<file path="src/rtl/atde_pkg.sv">
// Purpose: Shared constants for the async transmit descriptor and expiry engine
// Assumes: 32-bit APB register bus, 32-bit word host memory port
// Notes:   Descriptor word layout and register map live here only
package atde_pkg;
    // APB register byte offsets
    localparam logic [7:0] REG_CTRL = 8'h00;
    localparam logic [7:0] REG_STATUS = 8'h04;
    localparam logic [7:0] REG_CMDPTR = 8'h08;
    // Control register bit positions
    localparam int CTRL_RUN_BIT = 0;
    localparam int CTRL_RESP_BIT = 1;
    localparam int CTRL_WAKE_BIT = 2;
    // Channel control word bit positions (low 16 bits)
    localparam int CCW_RUN_BIT = 15;
    localparam int CCW_DEAD_BIT = 11;
    localparam int CCW_ACTIVE_BIT = 10;
    // Reset values
    localparam logic [31:0] CMDPTR_RESET = 32'h0000_0000;
    localparam logic [4:0] EVT_RESET = 5'h00;
    // Event code written on expiry
    localparam logic [4:0] EVT_TIMEOUT = 5'h0a;
    // Descriptor word 0 fields
    localparam int CMD_MSB = 31;
    localparam int CMD_LSB = 28;
    localparam int STATUS_WR_BIT = 27;
    localparam int KEY_MSB = 26;
    localparam int KEY_LSB = 24;
    localparam logic [3:0] CMD_LAST = 4'h1;
    localparam logic [2:0] KEY_IMMEDIATE = 3'h2;
    // Word indices inside one 16-byte unit
    localparam int WORD_BRANCH = 2;
    localparam int WORD_STATUS = 3;
    localparam int WORDS_PER_UNIT = 4;
    localparam logic [31:0] UNIT_BYTES = 32'h0000_0010;
    // Block count limits
    localparam logic [3:0] Z_END = 4'h0;
    localparam int Z_MAX = 8;
    // Cycle number modulus of the time tag
    localparam int CYCLE_MOD = 8000;
    // Engine states
    typedef enum logic [3:0] {
        ST_IDLE, ST_FETCH, ST_SCAN, ST_CHECK, ST_LOAD, ST_WAITACK,
        ST_WRBACK, ST_NEXT, ST_ENDWAIT, ST_RDBR, ST_DEAD
    } atde_state_t;
endpackage

</file>
<file path="src/rtl/atde_expiry_check.sv">
// Purpose: Decide whether a response time tag is still sendable
// Assumes: Both cycle numbers already lie in 0..7999
// Notes:   Pure combinational; the caller samples the verdict
`timescale 1ns/1ps
module atde_expiry_check
    import atde_pkg::*;
(
    // Time values: {low_second_bits[2:0], bus_cycle_number[12:0]}
    input wire logic [15:0] packetTimeTag,
    input wire logic [15:0] busCycleTimer,
    // Verdict
    output logic sendOk,
    output logic [2:0] secDiff
);
    // Signed cycle difference, sign bit prepended to both
    logic [13:0] cycDiff;

    // Seconds modulo eight, then cycles within the same second
    always_comb
    begin
        secDiff = packetTimeTag[15:13] - busCycleTimer[15:13];
        // No wrap fix needed: both operands are below the modulus
        cycDiff = {1'b0, packetTimeTag[12:0]} - {1'b0, busCycleTimer[12:0]};
        if (secDiff[2])
        begin
            sendOk = 1'b0;
        end
        else if (secDiff[1:0] != 2'b00)
        begin
            sendOk = 1'b1;
        end
        else
        begin
            sendOk = ~cycDiff[13];
        end
    end
endmodule

</file>
<file path="src/rtl/atde_top.sv">
// Purpose: Descriptor block fetch, expiry check and status write-back
// Assumes: Memory port answers each request with one memAck pulse
// Notes:   APB slave has zero wait states; unmapped offsets give pslverr
//
// Added by the designer: the register addresses and the APB slave port.
`timescale 1ns/1ps
////////////////////////////////////////////////////////////////////////
// Summary of operation
// - Block count zero ends program, no fetch
// - Counts 2-8 fetch that many contiguous units
// - One block fully describes one packet
// - Branch taken only from final descriptor
// - Ended program resumes when software appends
// - Status field gets low control word bits
// - Tag is three second bits, 13 cycle bits
// - Request tag sampled from timer on ack
// - Tag and status in one write
// - Responses checked before every load attempt
// - Negative seconds difference rejects response
// - Positive nonzero seconds difference sends response
// - Same second: signed cycle compare decides
// - Rejected response records timeout event
// - Cycle number counts modulo 8000
// - Passed packet never rechecked while loading
// - Write-back only when status bit set
module atde_top
    import atde_pkg::*;
#(
    parameter int MAX_UNITS = Z_MAX
)
(
    // Clock and reset
    input wire logic clk_sys,
    input wire logic sys_rst,
    // APB slave
    input wire logic psel,
    input wire logic penable,
    input wire logic pwrite,
    input wire logic [7:0] paddr,
    input wire logic [31:0] pwdata,
    output logic [31:0] prdata,
    output logic pready,
    output logic pslverr,
    // Host memory port
    output logic memReq,
    output logic memWe,
    output logic [31:0] memAddr,
    output logic [31:0] memWdata,
    input wire logic memAck,
    input wire logic [31:0] memRdata,
    // Bus cycle timer {low_second_bits, bus_cycle_number}
    input wire logic [15:0] busCycleTimer,
    // Transmit FIFO load and link acknowledge
    output logic pktValid,
    input wire logic pktReady,
    input wire logic ackValid,
    input wire logic ackRetry,
    input wire logic [4:0] ackCode
);
    localparam int MAX_WORDS = MAX_UNITS * WORDS_PER_UNIT;

    // Buffer index width is fixed at five bits
    if (MAX_UNITS < 2 || MAX_UNITS > Z_MAX)
    begin : g_bad_units
        $error("MAX_UNITS must be 2 to 8");
    end

    ////////////////////////////////////////////////////////////////////
    // Declarations
    atde_state_t state_q; // Engine state
    logic [31:0] descBuf_q [MAX_WORDS]; // Prefetched block
    logic [31:0] cmdPtr_q; // Start pointer with count
    logic [31:0] blkAddr_q; // Current block base
    logic [3:0] zCnt_q; // Units in current block
    logic [4:0] wordIdx_q; // Fetch word index
    logic [3:0] unitIdx_q; // Scan unit index
    logic [3:0] lastUnit_q; // Final descriptor unit
    logic [31:0] brAddr_q; // Address of end descriptor's branch word
    logic runCfg_q; // Context enabled
    logic respCfg_q; // Context carries responses
    logic wakePulse; // Software append notice
    logic dead_q; // Malformed block seen
    logic [4:0] evt_q; // Last event code
    logic [15:0] tagOut_q; // Tag written back
    logic [15:0] ccwLow; // Low channel control word
    logic [31:0] unitW0; // Word 0 of scanned unit
    logic [31:0] lastW0; // Word 0 of final descriptor
    logic [31:0] lastBr; // Branch word of final descriptor
    logic [31:0] lastAddr; // Address of final descriptor
    logic [15:0] firstTag; // Expiry tag of first descriptor
    logic sendOk; // Expiry verdict
    logic [2:0] secDiff; // Seconds difference
    logic apbWr; // APB write access phase
    logic regHit; // Mapped offset

    ////////////////////////////////////////////////////////////////////
    // APB slave
    assign pready = 1'b1;
    assign apbWr = psel & penable & pwrite;
    assign regHit = (paddr == REG_CTRL) || (paddr == REG_STATUS) || (paddr == REG_CMDPTR);
    assign pslverr = psel & penable & ~regHit;
    // Wake is write-one, never stored
    assign wakePulse = apbWr && paddr == REG_CTRL && pwdata[CTRL_WAKE_BIT];

    // Read mux, only status shows engine state
    always_comb
    begin
        case (paddr)
            REG_CTRL: prdata = {30'h0, respCfg_q, runCfg_q};
            REG_STATUS: prdata = {12'h0, state_q, ccwLow};
            REG_CMDPTR: prdata = cmdPtr_q;
            default: prdata = 32'h0000_0000;
        endcase
    end

    // Control bits
    always_ff @(posedge clk_sys or posedge sys_rst)
    begin
        if (sys_rst)
        begin
            runCfg_q <= 1'b0;
            respCfg_q <= 1'b0;
        end
        else if (apbWr && paddr == REG_CTRL)
        begin
            runCfg_q <= pwdata[CTRL_RUN_BIT];
            respCfg_q <= pwdata[CTRL_RESP_BIT];
        end
    end

    // Command pointer, written only by software
    always_ff @(posedge clk_sys or posedge sys_rst)
    begin
        if (sys_rst)
            cmdPtr_q <= CMDPTR_RESET;
        else if (apbWr && paddr == REG_CMDPTR)
            cmdPtr_q <= pwdata;
    end

    ////////////////////////////////////////////////////////////////////
    // Descriptor decode
    always_comb
    begin
        ccwLow = 16'h0000;
        ccwLow[CCW_RUN_BIT] = runCfg_q;
        ccwLow[CCW_DEAD_BIT] = dead_q;
        ccwLow[CCW_ACTIVE_BIT] = (state_q != ST_IDLE) && (state_q != ST_ENDWAIT) && (state_q != ST_DEAD);
        ccwLow[4:0] = evt_q;
    end
    assign unitW0 = descBuf_q[5'(unitIdx_q) << 2];
    assign lastW0 = descBuf_q[5'(lastUnit_q) << 2];
    // Continuing descriptors' branch words are never read
    assign lastBr = descBuf_q[(5'(lastUnit_q) << 2) + 5'(WORD_BRANCH)];
    assign lastAddr = blkAddr_q + (32'(lastUnit_q) << 4);
    assign firstTag = descBuf_q[WORD_STATUS][15:0];

    atde_expiry_check u_expiry
    (
        .packetTimeTag(firstTag),
        .busCycleTimer(busCycleTimer),
        .sendOk(sendOk),
        .secDiff(secDiff)
    );

    ////////////////////////////////////////////////////////////////////
    // Memory port, held until acknowledged
    always_comb
    begin
        memReq = 1'b0;
        memWe = 1'b0;
        memAddr = 32'h0000_0000;
        memWdata = 32'h0000_0000;
        case (state_q)
            ST_FETCH:
            begin
                memReq = 1'b1;
                memAddr = blkAddr_q + {25'h0, wordIdx_q, 2'b00};
            end
            ST_WRBACK:
            begin
                // Status and tag share one word write
                memReq = 1'b1;
                memWe = 1'b1;
                memAddr = lastAddr + 32'(WORD_STATUS * 4);
                memWdata = {ccwLow, tagOut_q};
            end
            ST_RDBR:
            begin
                memReq = 1'b1;
                memAddr = brAddr_q;
            end
            default:
            begin
                memReq = 1'b0;
            end
        endcase
    end
    assign pktValid = (state_q == ST_LOAD);

    ////////////////////////////////////////////////////////////////////
    // Block prefetch into flip-flop buffer
    always_ff @(posedge clk_sys or posedge sys_rst)
    begin
        if (sys_rst)
        begin
            for (int i = 0; i < MAX_WORDS; i++)
                descBuf_q[i] <= 32'h0000_0000;
        end
        else if (state_q == ST_FETCH && memAck)
        begin
            descBuf_q[wordIdx_q] <= memRdata;
        end
    end

    ////////////////////////////////////////////////////////////////////
    // Engine sequencing
    always_ff @(posedge clk_sys or posedge sys_rst)
    begin
        if (sys_rst)
        begin
            state_q <= ST_IDLE;
            blkAddr_q <= 32'h0000_0000;
            zCnt_q <= Z_END;
            wordIdx_q <= 5'h00;
            unitIdx_q <= 4'h0;
            lastUnit_q <= 4'h0;
            brAddr_q <= 32'h0000_0000;
            dead_q <= 1'b0;
            evt_q <= EVT_RESET;
            tagOut_q <= 16'h0000;
        end
        else
        begin
            case (state_q)
                ST_IDLE:
                begin
                    // Start from the pointer; zero count means nothing to do
                    if (runCfg_q && cmdPtr_q[3:0] != Z_END)
                    begin
                        blkAddr_q <= {cmdPtr_q[31:4], 4'h0};
                        zCnt_q <= cmdPtr_q[3:0];
                        wordIdx_q <= 5'h00;
                        dead_q <= 1'b0;
                        state_q <= ST_FETCH;
                    end
                end
                ST_FETCH:
                begin
                    // All units of the block are read back to back
                    if (memAck)
                    begin
                        if (wordIdx_q == 5'((zCnt_q << 2) - 4'h1))
                        begin
                            unitIdx_q <= 4'h0;
                            state_q <= ST_SCAN;
                        end
                        else
                        begin
                            wordIdx_q <= wordIdx_q + 5'h01;
                        end
                    end
                end
                ST_SCAN:
                begin
                    // Find the final descriptor, immediates span two units
                    if (unitIdx_q >= zCnt_q)
                    begin
                        dead_q <= 1'b1;
                        state_q <= ST_DEAD;
                    end
                    else if (unitW0[CMD_MSB:CMD_LSB] == CMD_LAST)
                    begin
                        lastUnit_q <= unitIdx_q;
                        tagOut_q <= firstTag;
                        state_q <= ST_CHECK;
                    end
                    else if (unitW0[KEY_MSB:KEY_LSB] == KEY_IMMEDIATE)
                    begin
                        unitIdx_q <= unitIdx_q + 4'h2;
                    end
                    else
                    begin
                        unitIdx_q <= unitIdx_q + 4'h1;
                    end
                end
                ST_CHECK:
                begin
                    // Requests skip the check; responses must still be live
                    if (!respCfg_q || sendOk)
                    begin
                        state_q <= ST_LOAD;
                    end
                    else
                    begin
                        evt_q <= EVT_TIMEOUT;
                        state_q <= lastW0[STATUS_WR_BIT] ? ST_WRBACK : ST_NEXT;
                    end
                end
                ST_LOAD:
                begin
                    // Verdict already taken, no second look here
                    if (pktReady)
                        state_q <= ST_WAITACK;
                end
                ST_WAITACK:
                begin
                    if (ackValid && ackRetry)
                    begin
                        // Retries of responses are checked again
                        state_q <= respCfg_q ? ST_CHECK : ST_LOAD;
                    end
                    else if (ackValid)
                    begin
                        evt_q <= ackCode;
                        if (!respCfg_q)
                            tagOut_q <= busCycleTimer;
                        state_q <= lastW0[STATUS_WR_BIT] ? ST_WRBACK : ST_NEXT;
                    end
                end
                ST_WRBACK:
                begin
                    if (memAck)
                        state_q <= ST_NEXT;
                end
                ST_NEXT:
                begin
                    // Follow the final descriptor's branch
                    if (lastBr[3:0] == Z_END)
                    begin
                        brAddr_q <= lastAddr + 32'(WORD_BRANCH * 4);
                        state_q <= ST_ENDWAIT;
                    end
                    else
                    begin
                        blkAddr_q <= {lastBr[31:4], 4'h0};
                        zCnt_q <= lastBr[3:0];
                        wordIdx_q <= 5'h00;
                        state_q <= ST_FETCH;
                    end
                end
                ST_ENDWAIT:
                begin
                    // Parked at the end until software appends
                    if (!runCfg_q)
                        state_q <= ST_IDLE;
                    else if (wakePulse)
                        state_q <= ST_RDBR;
                end
                ST_RDBR:
                begin
                    // Reread the end branch word; still zero means park again
                    if (memAck)
                    begin
                        if (memRdata[3:0] == Z_END)
                        begin
                            state_q <= ST_ENDWAIT;
                        end
                        else
                        begin
                            blkAddr_q <= {memRdata[31:4], 4'h0};
                            zCnt_q <= memRdata[3:0];
                            wordIdx_q <= 5'h00;
                            state_q <= ST_FETCH;
                        end
                    end
                end
                ST_DEAD:
                begin
                    // Only stopping the context leaves this state
                    if (!runCfg_q)
                        state_q <= ST_IDLE;
                end
                default:
                begin
                    state_q <= ST_IDLE;
                end
            endcase
        end
    end

    ////////////////////////////////////////////////////////////////////
    // Checks
    a_zero_stops: assert property (@(posedge clk_sys) disable iff (sys_rst)
        (state_q == ST_NEXT && lastBr[3:0] == Z_END) |=> state_q == ST_ENDWAIT)
        else $error("zero block count did not stop");
    a_fetch_length: assert property (@(posedge clk_sys) disable iff (sys_rst)
        (state_q == ST_SCAN && $past(state_q) == ST_FETCH) |->
        $past(wordIdx_q) == 5'((zCnt_q << 2) - 4'h1))
        else $error("fetched word count wrong");
    a_late_reject: assert property (@(posedge clk_sys) disable iff (sys_rst)
        (state_q == ST_CHECK && respCfg_q && secDiff[2]) |=> state_q != ST_LOAD)
        else $error("late response was loaded");
    a_far_send: assert property (@(posedge clk_sys) disable iff (sys_rst)
        (state_q == ST_CHECK && respCfg_q && !secDiff[2] && secDiff[1:0] != 2'b00) |=> state_q == ST_LOAD)
        else $error("future response not sent");
    a_same_second: assert property (@(posedge clk_sys) disable iff (sys_rst)
        (state_q == ST_CHECK && respCfg_q && secDiff == 3'b000) |=>
        (state_q == ST_LOAD) == ($past(firstTag[12:0]) >= $past(busCycleTimer[12:0])))
        else $error("cycle compare wrong");
    a_timeout_code: assert property (@(posedge clk_sys) disable iff (sys_rst)
        (state_q == ST_CHECK && respCfg_q && !sendOk) |=> evt_q == EVT_TIMEOUT)
        else $error("timeout code not recorded");
    a_wb_word: assert property (@(posedge clk_sys) disable iff (sys_rst)
        (memReq && memWe) |-> memWdata[15:0] == tagOut_q && memWdata[20:16] == evt_q &&
        memWdata[31] == runCfg_q && memAddr == blkAddr_q + {24'h0, lastUnit_q, 4'hc})
        else $error("write-back word wrong");
    a_req_tag: assert property (@(posedge clk_sys) disable iff (sys_rst)
        (state_q == ST_WAITACK && ackValid && !ackRetry && !respCfg_q) |=>
        tagOut_q == $past(busCycleTimer))
        else $error("request tag not sampled at ack");
    a_wb_gated: assert property (@(posedge clk_sys) disable iff (sys_rst)
        (state_q == ST_WAITACK && ackValid && !ackRetry) |=>
        (state_q == ST_WRBACK) == $past(lastW0[STATUS_WR_BIT]))
        else $error("write-back not gated by status bit");
    a_no_recheck: assert property (@(posedge clk_sys) disable iff (sys_rst)
        state_q == ST_LOAD |=> state_q == ST_LOAD || state_q == ST_WAITACK)
        else $error("loading packet was rechecked");
endmodule

</file>
<file path="config.mk">
export PLATFORM = sky130hd
export DESIGN_NAME = atde_top
export DESIGN_NICKNAME = d
export VERILOG_FILES = /design/src/rtl/atde_pkg.sv /design/src/rtl/atde_expiry_check.sv /design/src/rtl/atde_top.sv
export SDC_FILE = /design/constraint.sdc
export NUM_CORES = 1
export LEC_CHECK = 0
export BUFFER_PORTS_ARGS = -buffer_cell sky130_fd_sc_hd__buf_2
export CAP_MARGIN = 20
export CORE_UTILIZATION = 63
export CTS_BUF_LIST = sky130_fd_sc_hd__clkbuf_8
export DETAILED_ROUTE_END_ITERATION = 16
export PLACE_DENSITY = 0.92
export SETUP_SLACK_MARGIN = 0.05
export SYNTH_ARGS = -nofsm -noshare
export SYNTH_HDL_FRONTEND = slang
export SYNTH_HIERARCHICAL = 1
export SYNTH_SLANG_ARGS = --single-unit
</file>
<file path="constraint.sdc">
create_clock -name clk_sys -period 42 [get_ports clk_sys]
set_input_delay 8.4 -clock clk_sys [delete_from_list [all_inputs] [get_ports clk_sys]]
set_output_delay 8.4 -clock clk_sys [all_outputs]
set_load 0.03 [all_outputs]
</file>
# Word-level counts from Yosys, hierarchy flattened
# Index checks and enable logic that the tools add are counted.
[op_classes]
eq_ne = 38
n_bitwise = 10
n_lt_le_gt_ge = 6
n_mux = 74
addsub = 11
n_reduce_logical = 36
[ops]
columns = ["operator", "count"]
rows = [
  ["bitwise mux 1024 bit", 1],
  ["binary-select mux 32 bit (select 5 bit)", 3],
  ["two-way mux 32 bit", 10],
  ["case mux 32 bit (3 select lines)", 3],
  ["demux 32 bit (select 5 bit)", 1],
  ["two-way mux 4 bit", 24],
  ["two-way mux 16 bit", 5],
  ["adder 32 x 4 -> 32 bit (second input constant)", 2],
  ["two-way mux 28 bit", 2],
  ["two-way mux 5 bit", 9],
  ["case mux 4 bit (11 select lines)", 1],
  ["adder 32 x 7 -> 32 bit", 1],
  ["adder 32 x 8 -> 32 bit", 1],
  ["inequality test 2 bit (second input constant)", 16],
  ["case mux 16 bit (2 select lines)", 1],
  ["greater-or-equal comparator 6 bit (second input constant)", 4],
  ["inverter 5 -> 6 bit", 4],
  ["case mux 5 bit (4 select lines)", 1],
  ["== test 4 x 3 -> 1 bit (second input constant)", 4],
  ["subtractor 13 x 13 -> 14 bit", 1],
  ["== test 4 bit (second input constant)", 3],
  ["zero test 4 bit", 3],
  ["case mux 4 bit (3 select lines)", 1],
  ["nonzero test 4 bit", 3],
  ["other kinds (39)", 71],
]
[word_totals]
regBits = 1165
output_inout_bits = 101
in_bits = 102
wordCells = 220

# Depth between registers and ports, before layout
[depth]
word_depth = 9
ltp_mapped = 13
mapped_depth_nobuf = 12

# By module
# Netlist, hierarchy kept.
[modules_own_cells]
columns = ["module", "seq_area_each_um2", "instances", "area_each_um2", "cells_per_inst"]
rows = [
  ["atde_top", 11761.3, 1, 23423.7, 1850],
  ["atde_expiry_check", 0.0, 1, 397.9, 51],
]

# Worst setup path before layout
# OpenSTA, ideal clock, no wires.
[synth_timing]
kind = "input-to-output"
from = "input paddr[5]"
to = "output prdata[10]"
slack_ps = 23773
path_stages = 5
n_path_buf = 1
required_ps = 33600
arrival_time_ps = 9827
path_cell_list = "nor4_1 nand2_1 nor3b_1 clkbuf_1 a22o_1"
[synth_between]
elab_chain_len = 2
elab_cells_between_ends = 4
classes_between = "eq/ne (2); mux (1); reduce/logical (1)"
[synth_rtl]
columns = ["element", "line", "source"]
rows = [
  ["start, declared", "atde_top.sv:39", "input wire logic [7:0] paddr,"],
  ["== test 8 x 4 -> 1 bit, or another cell as far along", "atde_top.sv:108", "case (paddr)"],
  ["case mux 32 bit (3 select lines) *", "atde_top.sv:108", ""],
  ["end, declared", "atde_top.sv:41", "output logic [31:0] prdata,"],
]
# Mark *: on every way between the ends. The rest lies on a longest branch, timed or not.

# Worst setup path in the final report
[layout_timing]
from = "input paddr[5]"
to = "output prdata[19]"
# The elaborated chain is that of the path after synthesis.

==> results_dict.tcl <==
set metrics [dict create \
    status "finished, final reports clean" \
    place_ws_ns 23.46 \
    critPathMaxFanout 31 \
    power_leakage_nw 13.0 \
    die_y_um 196 \
    path_buf_inv 3 \
    cts_root_buf "clkbuf_8" \
    antenna_found_initial 4 \
    drv_slew 0 \
    syn-cell-area_um2 23800 \
    cts_tree "built" \
    hp-class "flip-flop to flip-flop" \
    start_kind "input port" \
    critPathMostFrequentCell "buf_2" \
    utilization_pct 72.6 \
    timing.setup.tns_ns 0 \
    drc_errors 0 \
    gp_congestion 0.940 \
    synth.avg_cell_area_um2 12.5 \
    p_total_mw 1.33 \
    slowest_delay_ns 0.39 \
    wl_per_cell_um 25.4 \
    syn_to_final_growth_pct 12.5 \
    drt_iter0_markers 1529 \
    end_kind "primary output" \
    die_w_um 196 \
    slew_headroom_pct 30.8 \
    hold_viol_final 0 \
    yosys_warnings 6 \
    grt_max_degree 153 \
    worst_slack_ns 23.41 \
    grt_pass1_vias 18300 \
    worstPathRequired_ns 33.60 \
    grt.overflow.total 0 \
    grt_pass1_wl_um 103000 \
    io_buffers 191 \
    drive_above_1_share_pct 40.8 \
    hold_slack_ns 0.473 \
    rsz0062_at_grt "no" \
    fin_worst_skew_ns 0.0303 \
    cts_buffer_depth 3 \
    period_minus_slack_ns 18.59 \
    fp.coreArea_um2 36900 \
    crit_type "input port to primary output" \
    ctsResizeCount 0 \
    powerDensity_nw_per_um2 49.5 \
    ant_nets 0 \
    dpl.hpwl_um 42300 \
    fp-row-count 70 \
    fin_crit_sh_pct 44.3 \
    vias_per_cell 6.63 \
    htreeDepth 3 \
    cp_slowest_cell "nor4_1" \
    postCtsSetupBuffers 0 \
    die_area_um2 38600 \
    grt_use_total_pct 35.0 \
    numCtsBuffers 77 \
    fmax_mhz 53.8 \
    place_area_um2 25100 \
    ir_drop_mv 0.0344 \
    nets 2191 \
    fill_cells 2231 \
    fin_area_um2 26800 \
    layout.cells.non_filler 2623 \
    vias 17400 \
    synthCells 1899 \
    worstPathCellList "buf_2 -> nor4_1 -> nand2_1 -> nor3b_2 -> buf_4 -> a22o_1 -> buf_2" \
    max-cap-violations 0 \
    numPlacedInstances 2477 \
    start_util_pct 64.6 \
    io_pins 203 \
    wl_um 66600 \
    path_clk_slew_ns 0.06 \
    path_delay_family "simple AND/OR/NAND/NOR gates" \
    first_pass_iters 6 \
    clk_latency_ns 0.64 \
    setup_viol 0 \
    cts_sinks 470 \
    worst_pin_slew_ns 1.04 \
    ctsHoldBuffers 0 \
    crit_arrival_ns 10.19 \
]
-- where the power goes --
| part | internal, mW | total [mW] | switching [mW] |
|---|---|---|---|
| clock | 0.224 | 0.413 | 0.189 |
| sequential | 0.505 | 0.567 | 0.0620 |
| combinational | 0.143 | 0.347 | 0.204 |
| total | 0.872 | 1.33 | 0.455 |
-- worst register-to-register path, cell delays in order (launching register included) --
cell and delay [ns]:
dfrtp_1 0.88, nand2b_1 0.36, nor3_4 0.64, buf_4 0.71
nand2_1 0.23, o211ai_4 0.23, nor2_4 0.16, buf_4 0.30
mux2_4 0.37
-- layout make-up --
cell class	count	area (um2)	area share [%]
multi-input combinational	1242	11300	42.4
antenna	1	2.50	0.00934
tap	504	631	2.35
timing repair buffer	221	1240	4.65
inverter	44	173	0.645
sequential	470	11800	43.9
clock inverter	39	209	0.780
clock buffer	102	1400	5.24
-- routing by layer --
layer	wire length (um)	part of all wire, %	vias to the layer above	GRT usage, %
met2	32100	48	1106	56.2
met1	24300	36	8795	44.4
li1	-	-	7200	-
met4	3460	5.2	0	18.0
met3	6770	10	295	8.69
met5	0	0	-	0
-- sequential cells by signal, summed over array words and instances (netlist names) --
signal	flops
lastUnit_q	4
unitIdx_q	4
tagOut_q	16
cmdPtr_q	32
runCfg_q	1
blkAddr_q	28
brAddr_q	29
state_q	4
descBuf_q	336
wordIdx_q	5
dead_q	1
evt_q	5
respCfg_q	1
zCnt_q	4
-- layout by cell type (no fill, tap or decap), types with 4 or more instances in the layout --
| cell | count |
|---|---|
| a22o_1 | 12 |
| nor4_1 | 7 |
| nor4b_1 | 9 |
| nand4_1 | 11 |
| a22oi_1 | 35 |
| a21o_1 | 7 |
| buf_2 | 191 |
| mux2i_1 | 50 |
| clkinv_2 | 13 |
| mux4_2 | 66 |
| nor2_4 | 9 |
| o41ai_1 | 4 |
| nand3_1 | 27 |
| nor2b_1 | 12 |
| inv_1 | 62 |
| buf_4 | 26 |
| o221ai_1 | 9 |
| or3_1 | 5 |
| xor2_1 | 18 |
| dfrtp_1 | 467 |
| a221o_1 | 12 |
| conb_1 | 11 |
| nand2_1 | 107 |
| o31ai_1 | 4 |
| nor2_1 | 78 |
| a221oi_1 | 12 |
| nor3_1 | 14 |
| nand3b_1 | 4 |
| and2_1 | 43 |
| clkbuf_8 | 102 |
| mux2_4 | 22 |
| ha_1 | 30 |
| mux2_2 | 401 |
| nand2b_1 | 8 |
| a21oi_1 | 46 |
| o22ai_1 | 5 |
| o21ai_0 | 66 |
| xnor2_1 | 25 |
| and3_1 | 13 |
| a211oi_1 | 4 |
-- path summary, 6_finish.rpt --
| check | start | to | slack, ns | depth (start not counted) |
|---|---|---|---|---|
| max in group asynchronous | sys_rst | descBuf_q[425]$_DFFE_PP0P_ | 30.69 | 7 |
| min | brAddr_q[3]$_DFFE_PP0P_ | brAddr_q[3]$_DFFE_PP0P_ | 0.47 | 1 |
| max reg2reg | state_q[0]$_DFFE_PP0P_ | blkAddr_q[11]$_DFFE_PP0P_ | 37.99 | 8 |
| max | paddr[5] | prdata[19] | 23.41 | 7 |
| min in group asynchronous | sys_rst | descBuf_q[508]$_DFFE_PP0P_ | 7.72 | 2 |
| min reg2reg | brAddr_q[3]$_DFFE_PP0P_ | brAddr_q[3]$_DFFE_PP0P_ | 0.47 | 1 |
Note: power is estimated with default switching activity, not from simulation.
